===== src/hdl/iopci_pkg.sv =====
package iopci_pkg;
  // Register addresses on the device bus (4-bit address)
  localparam logic [3:0] ADDR_AUX_CTRL     = 4'h4;  // write: auxiliary_control
  localparam logic [3:0] ADDR_CHANGE_CAP   = 4'h4;  // read: input_change_capture
  localparam logic [3:0] ADDR_IRQ_MASK     = 4'h5;  // write: interrupt_enable_mask
  localparam logic [3:0] ADDR_IRQ_FLAGS    = 4'h5;  // read: interrupt_flags
  localparam logic [3:0] ADDR_OUT_SET      = 4'hE;  // write: output_set_strobe
  localparam logic [3:0] ADDR_OUT_CLR      = 4'hF;  // write: output_clear_strobe

  // Reset values
  localparam logic [7:0] RST_BYTE          = 8'h00;
  localparam logic [3:0] RST_NIBBLE        = 4'h0;

  // Auxiliary control field positions
  localparam int         AUX_BAUD_SET_BIT  = 7;
  localparam int         AUX_CT_MSB        = 6;
  localparam int         AUX_CT_LSB        = 4;
  localparam int         AUX_CT_TIMER_BIT  = 6;

  // Interrupt flag bit positions
  localparam int         FLAG_INPUT_CHANGE = 7;
  localparam int         FLAG_BRK_B        = 6;
  localparam int         FLAG_RX_B         = 5;
  localparam int         FLAG_TX_B         = 4;
  localparam int         FLAG_CTR_READY    = 3;
  localparam int         FLAG_BRK_A        = 2;
  localparam int         FLAG_RX_A         = 1;
  localparam int         FLAG_TX_A         = 0;

  // Counter/timer clock source selection
  typedef enum logic [2:0] {
    IOPCI_SRC_PIN_TWO,
    IOPCI_SRC_PIN_TWO_DIV16,
    IOPCI_SRC_TX_A,
    IOPCI_SRC_TX_B,
    IOPCI_SRC_CRYSTAL,
    IOPCI_SRC_CRYSTAL_DIV16
  } iopci_ct_src_t;
endpackage : iopci_pkg


===== src/hdl/iopci_port.sv =====
`timescale 1ns/1ps
// Operation
// - Each output pin is the inverse of its output latch bit.
// - Set strobe write sets latch bits written as one.
// - Clear strobe write clears latch bits written as one.
// - Auxiliary bit 7 selects the baud-rate set for both channels.
// - Codes 000-011 select counter mode with four documented clock sources.
// - Codes 100-111 select timer mode, square wave, four clock sources.
// - Auxiliary bits 3..0 enable each pin change onto input-change flag.
// - Capture bits 7..4 set on change of input pins 3..0.
// - Reading capture register clears change bits and input-change flag.
// - Capture bits 3..0 return the synchronised, glitch-filtered input pin levels.
// - Interrupt output low when any flag and its mask bit are set.
// - Flag reads return unmasked status regardless of mask.
// - Interrupt flags clear to zero on reset.
// - Eight flags: input change, break B, rx B, tx B, counter, break A, rx A, tx A.
// - Mask bit one enables its flag onto interrupt output.
module iopci_port
  import iopci_pkg::*;
(
  input  wire logic       clk_sys,
  input  wire logic       rst,
  input  wire logic [3:0] addr,
  input  wire logic [7:0] wdata,
  input  wire logic       wr_stb,
  input  wire logic       rd_stb,
  output logic      [7:0] rdata,
  input  wire logic [3:0] input_pins,
  input  wire logic       brk_b_flag,
  input  wire logic       rx_b_irq_flag,
  input  wire logic       tx_b_irq_flag,
  input  wire logic       ctr_ready_flag,
  input  wire logic       brk_a_flag,
  input  wire logic       rx_a_irq_flag,
  input  wire logic       tx_a_irq_flag,
  output logic      [7:0] output_pins,
  output logic            baud_set_sel,
  output logic            ct_timer_mode,
  output iopci_ct_src_t   ct_clock_src,
  output logic            irq_out_low
);

  logic [7:0]    output_latch;
  logic [7:0]    next_output_latch;
  logic [7:0]    auxiliary_control;
  logic [7:0]    next_auxiliary_control;
  logic [7:0]    interrupt_enable_mask;
  logic [7:0]    next_interrupt_enable_mask;
  logic [7:0]    interrupt_flags;
  logic [7:0]    next_interrupt_flags;
  logic [3:0]    change_bits;
  logic [3:0]    next_change_bits;
  logic [3:0]    pin_meta;
  logic [3:0]    pin_sync;
  logic [3:0]    pin_stable;
  logic [3:0]    next_pin_stable;
  logic [3:0]    pin_seen;
  logic [3:0]    change_evt;
  logic [7:0]    next_rdata;
  logic          next_irq_out_low;
  logic [7:0]    next_output_pins;
  iopci_ct_src_t next_ct_clock_src;
  logic          cap_read;

  // Decode of write strobe qualified by 4-bit address match, used for every writable register
  function automatic logic wr_hit(input logic [3:0] a, input logic [3:0] target,
                                  input logic stb);
    wr_hit = stb && (a == target);
  endfunction : wr_hit

  // Map auxiliary counter/timer code to its clock source
  function automatic iopci_ct_src_t ct_source(input logic [2:0] code);
    case (code)
      3'h0:    ct_source = IOPCI_SRC_PIN_TWO;
      3'h1:    ct_source = IOPCI_SRC_TX_A;
      3'h2:    ct_source = IOPCI_SRC_TX_B;
      3'h3:    ct_source = IOPCI_SRC_CRYSTAL_DIV16;
      3'h4:    ct_source = IOPCI_SRC_PIN_TWO;
      3'h5:    ct_source = IOPCI_SRC_PIN_TWO_DIV16;
      3'h6:    ct_source = IOPCI_SRC_CRYSTAL;
      default: ct_source = IOPCI_SRC_CRYSTAL_DIV16;
    endcase
  endfunction : ct_source

  assign cap_read = rd_stb && (addr == ADDR_CHANGE_CAP);

  // Two-flop synchroniser; first stage feeds only the second
  always_ff @(posedge clk_sys or posedge rst) begin
    if (rst) begin
      pin_meta <= RST_NIBBLE;
      pin_sync <= RST_NIBBLE;
      pin_seen <= RST_NIBBLE;
    end else begin
      pin_meta <= input_pins;
      pin_sync <= pin_meta;
      pin_seen <= pin_sync;
    end
  end

  // Accept a level only after two equal synchronised samples; filters one-cycle glitches
  genvar g;
  generate
    for (g = 0; g < 4; g++) begin : g_pin
      always_comb begin
        next_pin_stable[g] = pin_stable[g];
        change_evt[g]      = 1'b0;
        if ((pin_sync[g] == pin_seen[g]) && (pin_seen[g] != pin_stable[g])) begin
          next_pin_stable[g] = pin_seen[g];
          change_evt[g]      = 1'b1;
        end
      end
    end
  endgenerate

  // Next-state for registers, flags and outputs
  always_comb begin
    next_output_latch = output_latch;
    if (wr_hit(addr, ADDR_OUT_SET, wr_stb)) begin
      next_output_latch = output_latch | wdata;
    end
    if (wr_hit(addr, ADDR_OUT_CLR, wr_stb)) begin
      next_output_latch = output_latch & ~wdata;
    end
    next_auxiliary_control = auxiliary_control;
    if (wr_hit(addr, ADDR_AUX_CTRL, wr_stb)) begin
      next_auxiliary_control = wdata;
    end
    next_interrupt_enable_mask = interrupt_enable_mask;
    if (wr_hit(addr, ADDR_IRQ_MASK, wr_stb)) begin
      next_interrupt_enable_mask = wdata;
    end
    // Clear on read first, then new events win over it
    next_change_bits = cap_read ? RST_NIBBLE : change_bits;
    next_change_bits = next_change_bits | change_evt;
    next_interrupt_flags = interrupt_flags;
    if (cap_read) begin
      next_interrupt_flags[FLAG_INPUT_CHANGE] = 1'b0;
    end
    if (|(next_change_bits & auxiliary_control[3:0] & ~(cap_read ? RST_NIBBLE : change_bits))
        || |(change_evt & auxiliary_control[3:0])) begin
      next_interrupt_flags[FLAG_INPUT_CHANGE] = 1'b1;
    end
    // Channel and counter sources mirror their levels
    next_interrupt_flags[FLAG_BRK_B]     = brk_b_flag;
    next_interrupt_flags[FLAG_RX_B]      = rx_b_irq_flag;
    next_interrupt_flags[FLAG_TX_B]      = tx_b_irq_flag;
    next_interrupt_flags[FLAG_CTR_READY] = ctr_ready_flag;
    next_interrupt_flags[FLAG_BRK_A]     = brk_a_flag;
    next_interrupt_flags[FLAG_RX_A]      = rx_a_irq_flag;
    next_interrupt_flags[FLAG_TX_A]      = tx_a_irq_flag;
    next_irq_out_low  = ~|(next_interrupt_flags & next_interrupt_enable_mask);
    next_output_pins  = ~next_output_latch;
    next_ct_clock_src = ct_source(next_auxiliary_control[AUX_CT_MSB:AUX_CT_LSB]);
    next_rdata = rdata;
    if (rd_stb) begin
      case (addr)
        ADDR_CHANGE_CAP: next_rdata = {change_bits, pin_stable};
        ADDR_IRQ_FLAGS:  next_rdata = interrupt_flags;
        default:         next_rdata = RST_BYTE;
      endcase
    end
  end

  // Register stage; latch and controls hold undefined-free reset values
  always_ff @(posedge clk_sys or posedge rst) begin
    if (rst) begin
      output_latch          <= RST_BYTE;
      auxiliary_control     <= RST_BYTE;
      interrupt_enable_mask <= RST_BYTE;
      interrupt_flags       <= RST_BYTE;
      change_bits           <= RST_NIBBLE;
      pin_stable            <= RST_NIBBLE;
      rdata                 <= RST_BYTE;
      irq_out_low           <= 1'b1;
      output_pins           <= ~RST_BYTE;
      baud_set_sel          <= 1'b0;
      ct_timer_mode         <= 1'b0;
      ct_clock_src          <= IOPCI_SRC_PIN_TWO;
    end else begin
      output_latch          <= next_output_latch;
      auxiliary_control     <= next_auxiliary_control;
      interrupt_enable_mask <= next_interrupt_enable_mask;
      interrupt_flags       <= next_interrupt_flags;
      change_bits           <= next_change_bits;
      pin_stable            <= next_pin_stable;
      rdata                 <= next_rdata;
      irq_out_low           <= next_irq_out_low;
      output_pins           <= next_output_pins;
      baud_set_sel          <= next_auxiliary_control[AUX_BAUD_SET_BIT];
      ct_timer_mode         <= next_auxiliary_control[AUX_CT_TIMER_BIT];
      ct_clock_src          <= next_ct_clock_src;
    end
  end

  // Checks next to the logic
  a_pins_invert: assert property (@(posedge clk_sys) disable iff (rst)
    output_pins == ~output_latch) else $error("output pins not inverse of latch");
  a_set_strobe: assert property (@(posedge clk_sys) disable iff (rst)
    (wr_stb && addr == ADDR_OUT_SET) |=> ((output_latch & $past(wdata)) == $past(wdata)))
    else $error("set strobe failed");
  a_clear_strobe: assert property (@(posedge clk_sys) disable iff (rst)
    (wr_stb && addr == ADDR_OUT_CLR) |=> ((output_latch & $past(wdata)) == RST_BYTE))
    else $error("clear strobe failed");
  a_baud_select: assert property (@(posedge clk_sys) disable iff (rst)
    (wr_stb && addr == ADDR_AUX_CTRL) |=> baud_set_sel == $past(wdata[AUX_BAUD_SET_BIT]))
    else $error("baud set select not updated");
  a_timer_mode: assert property (@(posedge clk_sys) disable iff (rst)
    (wr_stb && addr == ADDR_AUX_CTRL && wdata[6:4] == 3'h5) |=>
    (ct_timer_mode && ct_clock_src == IOPCI_SRC_PIN_TWO_DIV16))
    else $error("timer mode source wrong");
  a_change_set: assert property (@(posedge clk_sys) disable iff (rst)
    (change_evt != RST_NIBBLE) |=> ((change_bits & $past(change_evt)) == $past(change_evt)))
    else $error("change not captured");
  a_read_clears: assert property (@(posedge clk_sys) disable iff (rst)
    (cap_read && change_evt == RST_NIBBLE) |=> (change_bits == RST_NIBBLE)
    && !interrupt_flags[FLAG_INPUT_CHANGE]) else $error("capture read did not clear");
  a_irq_level: assert property (@(posedge clk_sys) disable iff (rst)
    irq_out_low == ~|(interrupt_flags & interrupt_enable_mask))
    else $error("interrupt output mismatch");
  a_enable_gate: assert property (@(posedge clk_sys) disable iff (rst)
    ((change_evt & auxiliary_control[3:0]) != RST_NIBBLE) |=> interrupt_flags[FLAG_INPUT_CHANGE])
    else $error("enabled change did not flag");
  a_flag_read: assert property (@(posedge clk_sys) disable iff (rst)
    (rd_stb && addr == ADDR_IRQ_FLAGS) |=> rdata == $past(interrupt_flags))
    else $error("flag read not unmasked status");
endmodule : iopci_port


===== config.mk =====
export PLATFORM = sky130hd
export DESIGN_NAME = iopci_port
export DESIGN_NICKNAME = d
export VERILOG_FILES = /design/src/hdl/iopci_pkg.sv /design/src/hdl/iopci_port.sv
export SDC_FILE = /design/constraint.sdc
export NUM_CORES = 1
export LEC_CHECK = 0
export ABC_AREA = 1
export BUFFER_PORTS_ARGS = -buffer_cell sky130_fd_sc_hd__buf_2
export CAP_MARGIN = 40
export CORE_MARGIN = 2
export CORE_UTILIZATION = 53
export CTS_CLUSTER_DIAMETER = 200
export DETAILED_ROUTE_END_ITERATION = 10
export HOLD_SLACK_MARGIN = 0.03
export PLACE_DENSITY = 0.76
export SLEW_MARGIN = 20
export SYNTH_ARGS = -nofsm -noshare
export SYNTH_HDL_FRONTEND = slang
export SYNTH_SLANG_ARGS = --single-unit

===== constraint.sdc =====
create_clock -name clk_sys -period 3.8 [get_ports clk_sys]
set_clock_uncertainty 0.2 [all_clocks]
set_input_delay 0.19 -clock clk_sys [delete_from_list [all_inputs] [get_ports clk_sys]]
set_output_delay 0.19 -clock clk_sys [all_outputs]
set_load 0.005 [all_outputs]

# Word level (Yosys, flattened, before mapping)
# Index checks and enable logic that the tools add are counted.
op_classes:
  eq_ne: 17
  bitwise: 10
  reduce_logical: 16
  mux: 13
ops:
  columns: ["cell", "n"]
  rows:
  - ["$mux 8", 4]
  - ["$and 8x8->8", 2]
  - ["$not 8->8", 2]
  - ["$pmux 8 s2", 1]
  - ["$pmux 3 s5", 1]
  - ["$and 4x4->4", 3]
  - ["$eq 3x3->1 const B", 3]
  - ["$logic_and 1x1->1", 9]
  - ["$eq 4x3->1 const B", 2]
  - ["$eq 4x4->1 const B", 2]
  - ["$or 8x8->8", 1]
  - ["$reduce_or 4->1", 2]
  - ["$reduce_or 8->1", 1]
  - ["$mux 1", 6]
  - ["$eq 1x1->1", 4]
  - ["$mux 4", 1]
  - ["$ne 1x1->1", 4]
  - ["$not 4->4", 1]
  - ["$or 4x4->4", 1]
  - ["$eq 3x1->1 const B", 1]
  - ["$eq 3x2->1 const B", 1]
  - ["$logic_not 3->1", 1]
  - ["$reduce_or 2->1", 1]
  - ["$logic_not 1->1", 1]
  - ["$logic_or 1x1->1", 1]
totals:
  out_inout_bits: 22
  input_bits: 27
  ff_bits: 74
  elab_cells: 75

# Logic depth before layout (Yosys ltp)
logic_depth:
  ltp_word: 12
  depth_mapped: 10
  depth_no_buf: 9

# Worst setup path after synthesis
# Ideal clock, no wire load.
synth_path:
  path_type: "input-to-reg"
  start: "in addr[2]"
  end: "reg ct_clock_src[1]"
  slack_ps: 2469
  path_stages: 10
  n_path_buf: 1
  setup_time_ps: 122
  arrival_time_ps: 1009
  required_time_ps: 3478
  cell_sequence: "inv_1 -> nor2_4 -> nand2_2 -> nor2_4 -> buf_6 -> nand2_1 -> o21ai_2 -> inv_1 -> a21oi_1 -> nor2_1"
synth_via:
  elab_chain_len: 6
  elab_cells_between_ends: 11
  cone_classes: "eq/ne: 6; mux: 2; reduce/logical: 3"
synth_lines:
  columns: ["item", "line_no", "rtl"]
  rows:
  - ["start, declared", "iopci_port.sv:23", "input wire logic [3:0] addr,"]
  - ["$eq 4x3->1 *", "iopci_port.sv:68", "wr_hit = stb && (a == target);"]
  - ["$logic_and 1x1->1 *", "iopci_port.sv:68", null]
  - ["$mux 8 *", "iopci_port.sv:125", "if (wr_hit(addr, ADDR_AUX_CTRL, wr_stb)) begin"]
  - ["named net next_auxiliary_control[4]", "iopci_port.sv:46", "logic [7:0] next_auxiliary_control;"]
  - ["$eq 3x3->1 / $logic_not 3->1 (equally long branches)", "iopci_port.sv:73", "case (code)"]
  - ["$reduce_or 2->1 (no line)", null, null]
  - ["$pmux 3 s5 *", "iopci_port.sv:73", null]
  - ["named net next_ct_clock_src[1]", "iopci_port.sv:62", "iopci_ct_src_t next_ct_clock_src;"]
  - ["end signal, assigned", "iopci_port.sv:191", "ct_clock_src <= next_ct_clock_src;"]
  - ["end, declared", "iopci_port.sv:39", "output iopci_ct_src_t ct_clock_src,"]
# The timed path passes the listed nets; every way through them passes the cells marked *.
# A chain may end at the register's enable or synchronous reset.

==> impl_metrics.py <==
metrics = {
    "sta": {
        "clock.fmax_mhz": 613,
        "setup_viol": 0,
        "slew_viol_final": 0,
        "fin_tns_setup_ns": 0,
        "relSlewSlack_pct": 54.8,
        "worst_pin_slew_ns": 0.677,
        "hold_viol_final": 0,
        "fin_crit_ns": 1.63,
        "holdWs_ns": 0.0748,
        "post-route-period-util_pct": 42.9,
        "rsz0062_at_grt": "false",
    },
    "place": {
        "io_buffers": 48,
        "routabilityCongestion": 0.792,
        "dp_hpwl_um": 3730,
    },
    "synth": {
        "netlist.area_leader.share_pct": 57.0,
        "synth_seq_area_share_pct": 65.6,
        "synth_flop_cell": "dfrtp_1",
        "synth.most_common_cell": "dfrtp_1",
        "syn_area_mm2": 0.00277,
        "synth.area.top_cells": "dfrtp_1 57%, dfstp_2 8.6%, nand2_1 7.7%",
        "syn_avg_cell_area_um2": 10.4,
        "synthCells": 266,
        "ys_types": 27,
        "synth_common_cells": "63 x dfrtp_1, 57 x nand2_1, 43 x inv_1",
        "synth_warnings": 0,
        "synth_area_leader_cell": "dfrtp_1",
        "synth-edff-count": 0,
        "async_flop_share_pct": 100,
        "synth_nets": 293,
        "ys_seq_elements": 72,
    },
    "grt": {
        "grt_max_degree": 39,
        "antenna_found_initial": 0,
        "grt_pass1_vias": 1959,
        "grt_overflow": 0,
        "track_usage_pct": 20.3,
        "grt_first_pass_wirelength_um": 9080,
    },
    "die": {
        "start_util_pct": 54.5,
        "io_pins": 49,
        "dieArea_mm2": 0.00581,
        "die-width_um": 76.2,
        "rows": 26,
        "die_h_um": 76.2,
        "core_area_mm2": 0.00507,
    },
    "drt": {
        "vias_per_cell": 4.81,
        "wl_per_cell_um": 12.4,
        "dr.pass1.iters": 4,
        "antenna_left": 0,
        "drt_iter0_markers": 96,
        "vias": 2014,
        "drc_errors": 0,
        "finalWirelength_um": 5200,
    },
    "clock_network": {
        "cts_buffer_depth": 2,
        "ctsResizeCount": 0,
        "clock-sinks": 72,
        "htreeDepth": 3,
        "cts_root_buf": "clkbuf_8",
        "cts_made_buffers": 9,
        "tritoncts": "done",
        "clk_latency_ns": 0.34,
        "clk_pin_slew_ns": 0.07,
        "post_cts_buffers": 0,
    },
    "power_and_ir_drop": {
        "ir_worst_vdd_mv": 0.393,
        "p_per_area_mw_per_mm2": 561,
        "p_leak_nw": 1.77,
    },
    "critical_path": {
        "critical_path_arrival_ns": 1.87,
        "reg2reg_to": "irq_out_low",
        "critPathLaunchType": "input pin",
        "crit_fanout": 38,
        "ff2ff_path_depth": 9,
        "cp-end-kind": "asynchronous set/reset pin",
        "r2r-start": "pin_stable[0]",
        "cp-endpoint": "output_pins[7]",
        "critical_path_class": "in2async",
        "rrSetupSlack_ns": 2.37,
        "crit_required_ns": 4.04,
        "crit_path_start": "rst",
    },
    "run_status": {
        "outcome": "completed",
    },
    "job": {
        "cap_violations": 0,
    },
    "final_layout": {
        "syn_to_final_growth_pct": 27.2,
        "n_antenna_cell": 0,
        "final_nets": 371,
        "final_layout_size_suffix_gt1_share_pct": 26.1,
        "n_fill_cell": 402,
    },
    "worst_hold_path": {
        "hp-class": "in2reg",
        "whs_path_depth": 4,
    },
}
-- cell families after synthesis --
logic type             count (synthesis)  synth area share [%]
AO/OA/AOI/OAI                         34                  6.97
buffers and inverters                 47                  6.79
flip-flops                            72                  65.6
multiplexers                           3                  1.22
AND/OR/NAND/NOR                      110                  19.5
-- metrics by stage --
| stage | instances | setup slack (ns) | area, µm² | utilization (%) | power, mW |
|---|---|---|---|---|---|
| floorplan | 266 | 1.60 | 2770 | - | 1.15 |
| global placement | 383 | 2.19 | 3080 | 60.7 | 1.25 |
| detailed placement | 383 | 2.17 | 3080 | 60.7 | 1.27 |
| CTS | 419 | 2.08 | 3520 | 69.3 | 1.99 |
| global route | 419 | 1.92 | 3520 | 69.3 | 2.08 |
| finish | 419 | 2.17 | 3520 | 69.3 | 1.97 |
-- layer usage --
layer | wire length [µm] | vias up | GRT usage, % | part of all wire (%)
met5 | 0 | - | 0 | 0
met4 | 102 | 0 | 10.4 | 2.0
met3 | 235 | 9 | 4.86 | 4.5
met2 | 2310 | 57 | 29.1 | 45
met1 | 2540 | 944 | 29.0 | 49
li1 | - | 1004 | - | -
-- cell usage in the layout (no fill, tap or decap), types with 2 or more instances in the layout --
cell type	count
dfrtp_1	63
nand2_1	57
buf_2	48
inv_1	42
nand3_1	26
dlygate4sd3_1	20
a21oi_1	18
clkbuf_8	9
dfstp_2	9
nor2_1	7
o21ai_0	6
and2_1	6
o211ai_1	4
nor2_4	3
mux2_2	3
bufinv_16	3
o21ai_2	2
o21ai_1	2
inv_2	2
nand3_2	2
nor3_2	2
nand3b_1	2
o21a_1	2
clkinv_2	2
-- flip-flops by register name (all words and copies together) (netlist names), 8 cells and up --
signal	count
output_pins	8
rdata	8
output_latch	8
auxiliary_control	8
interrupt_flags	8
interrupt_enable_mask	8
-- timing repair --
item                       in CTS  in global routing
hold buffers                   20                  0
hold endpoints to repair       70                  0
setup endpoints to repair       0                  0
-- report_power, final --
group	switching, mW	internal, mW	leakage, nW
logic	0.176	0.131	0.821
clock network	0.271	0.435	0.120
registers	0.0484	0.913	0.832
total	0.496	1.48	1.77
-- worst min path at each step --
stage,from,end
after floorplan,tx_a_irq_flag,interrupt_flags[0]
after global placement,input_pins[1],pin_meta[1]
after detailed placement,input_pins[0],pin_meta[0]
after CTS,wr_stb,interrupt_enable_mask[5]
after global routing,wr_stb,interrupt_enable_mask[5]
final,wr_stb,interrupt_enable_mask[5]
-- critical path, cell delays in order --
cell and delay (ns):
dlygate4sd3_1 0.53, buf_2 0.12, inv_2 0.49, buf_4 0.52
-- cell type report --
type | count | area, µm² | share of cell area (%)
timing repair buffer | 69 | 448 | 12.7
sequential | 72 | 1810 | 51.5
clock inverter | 6 | 109 | 3.09
clock buffer | 10 | 128 | 3.63
multi-input combinational | 147 | 764 | 21.7
tap | 70 | 87.6 | 2.49
inverter | 45 | 169 | 4.80
(Power assumes the default switching activity.)
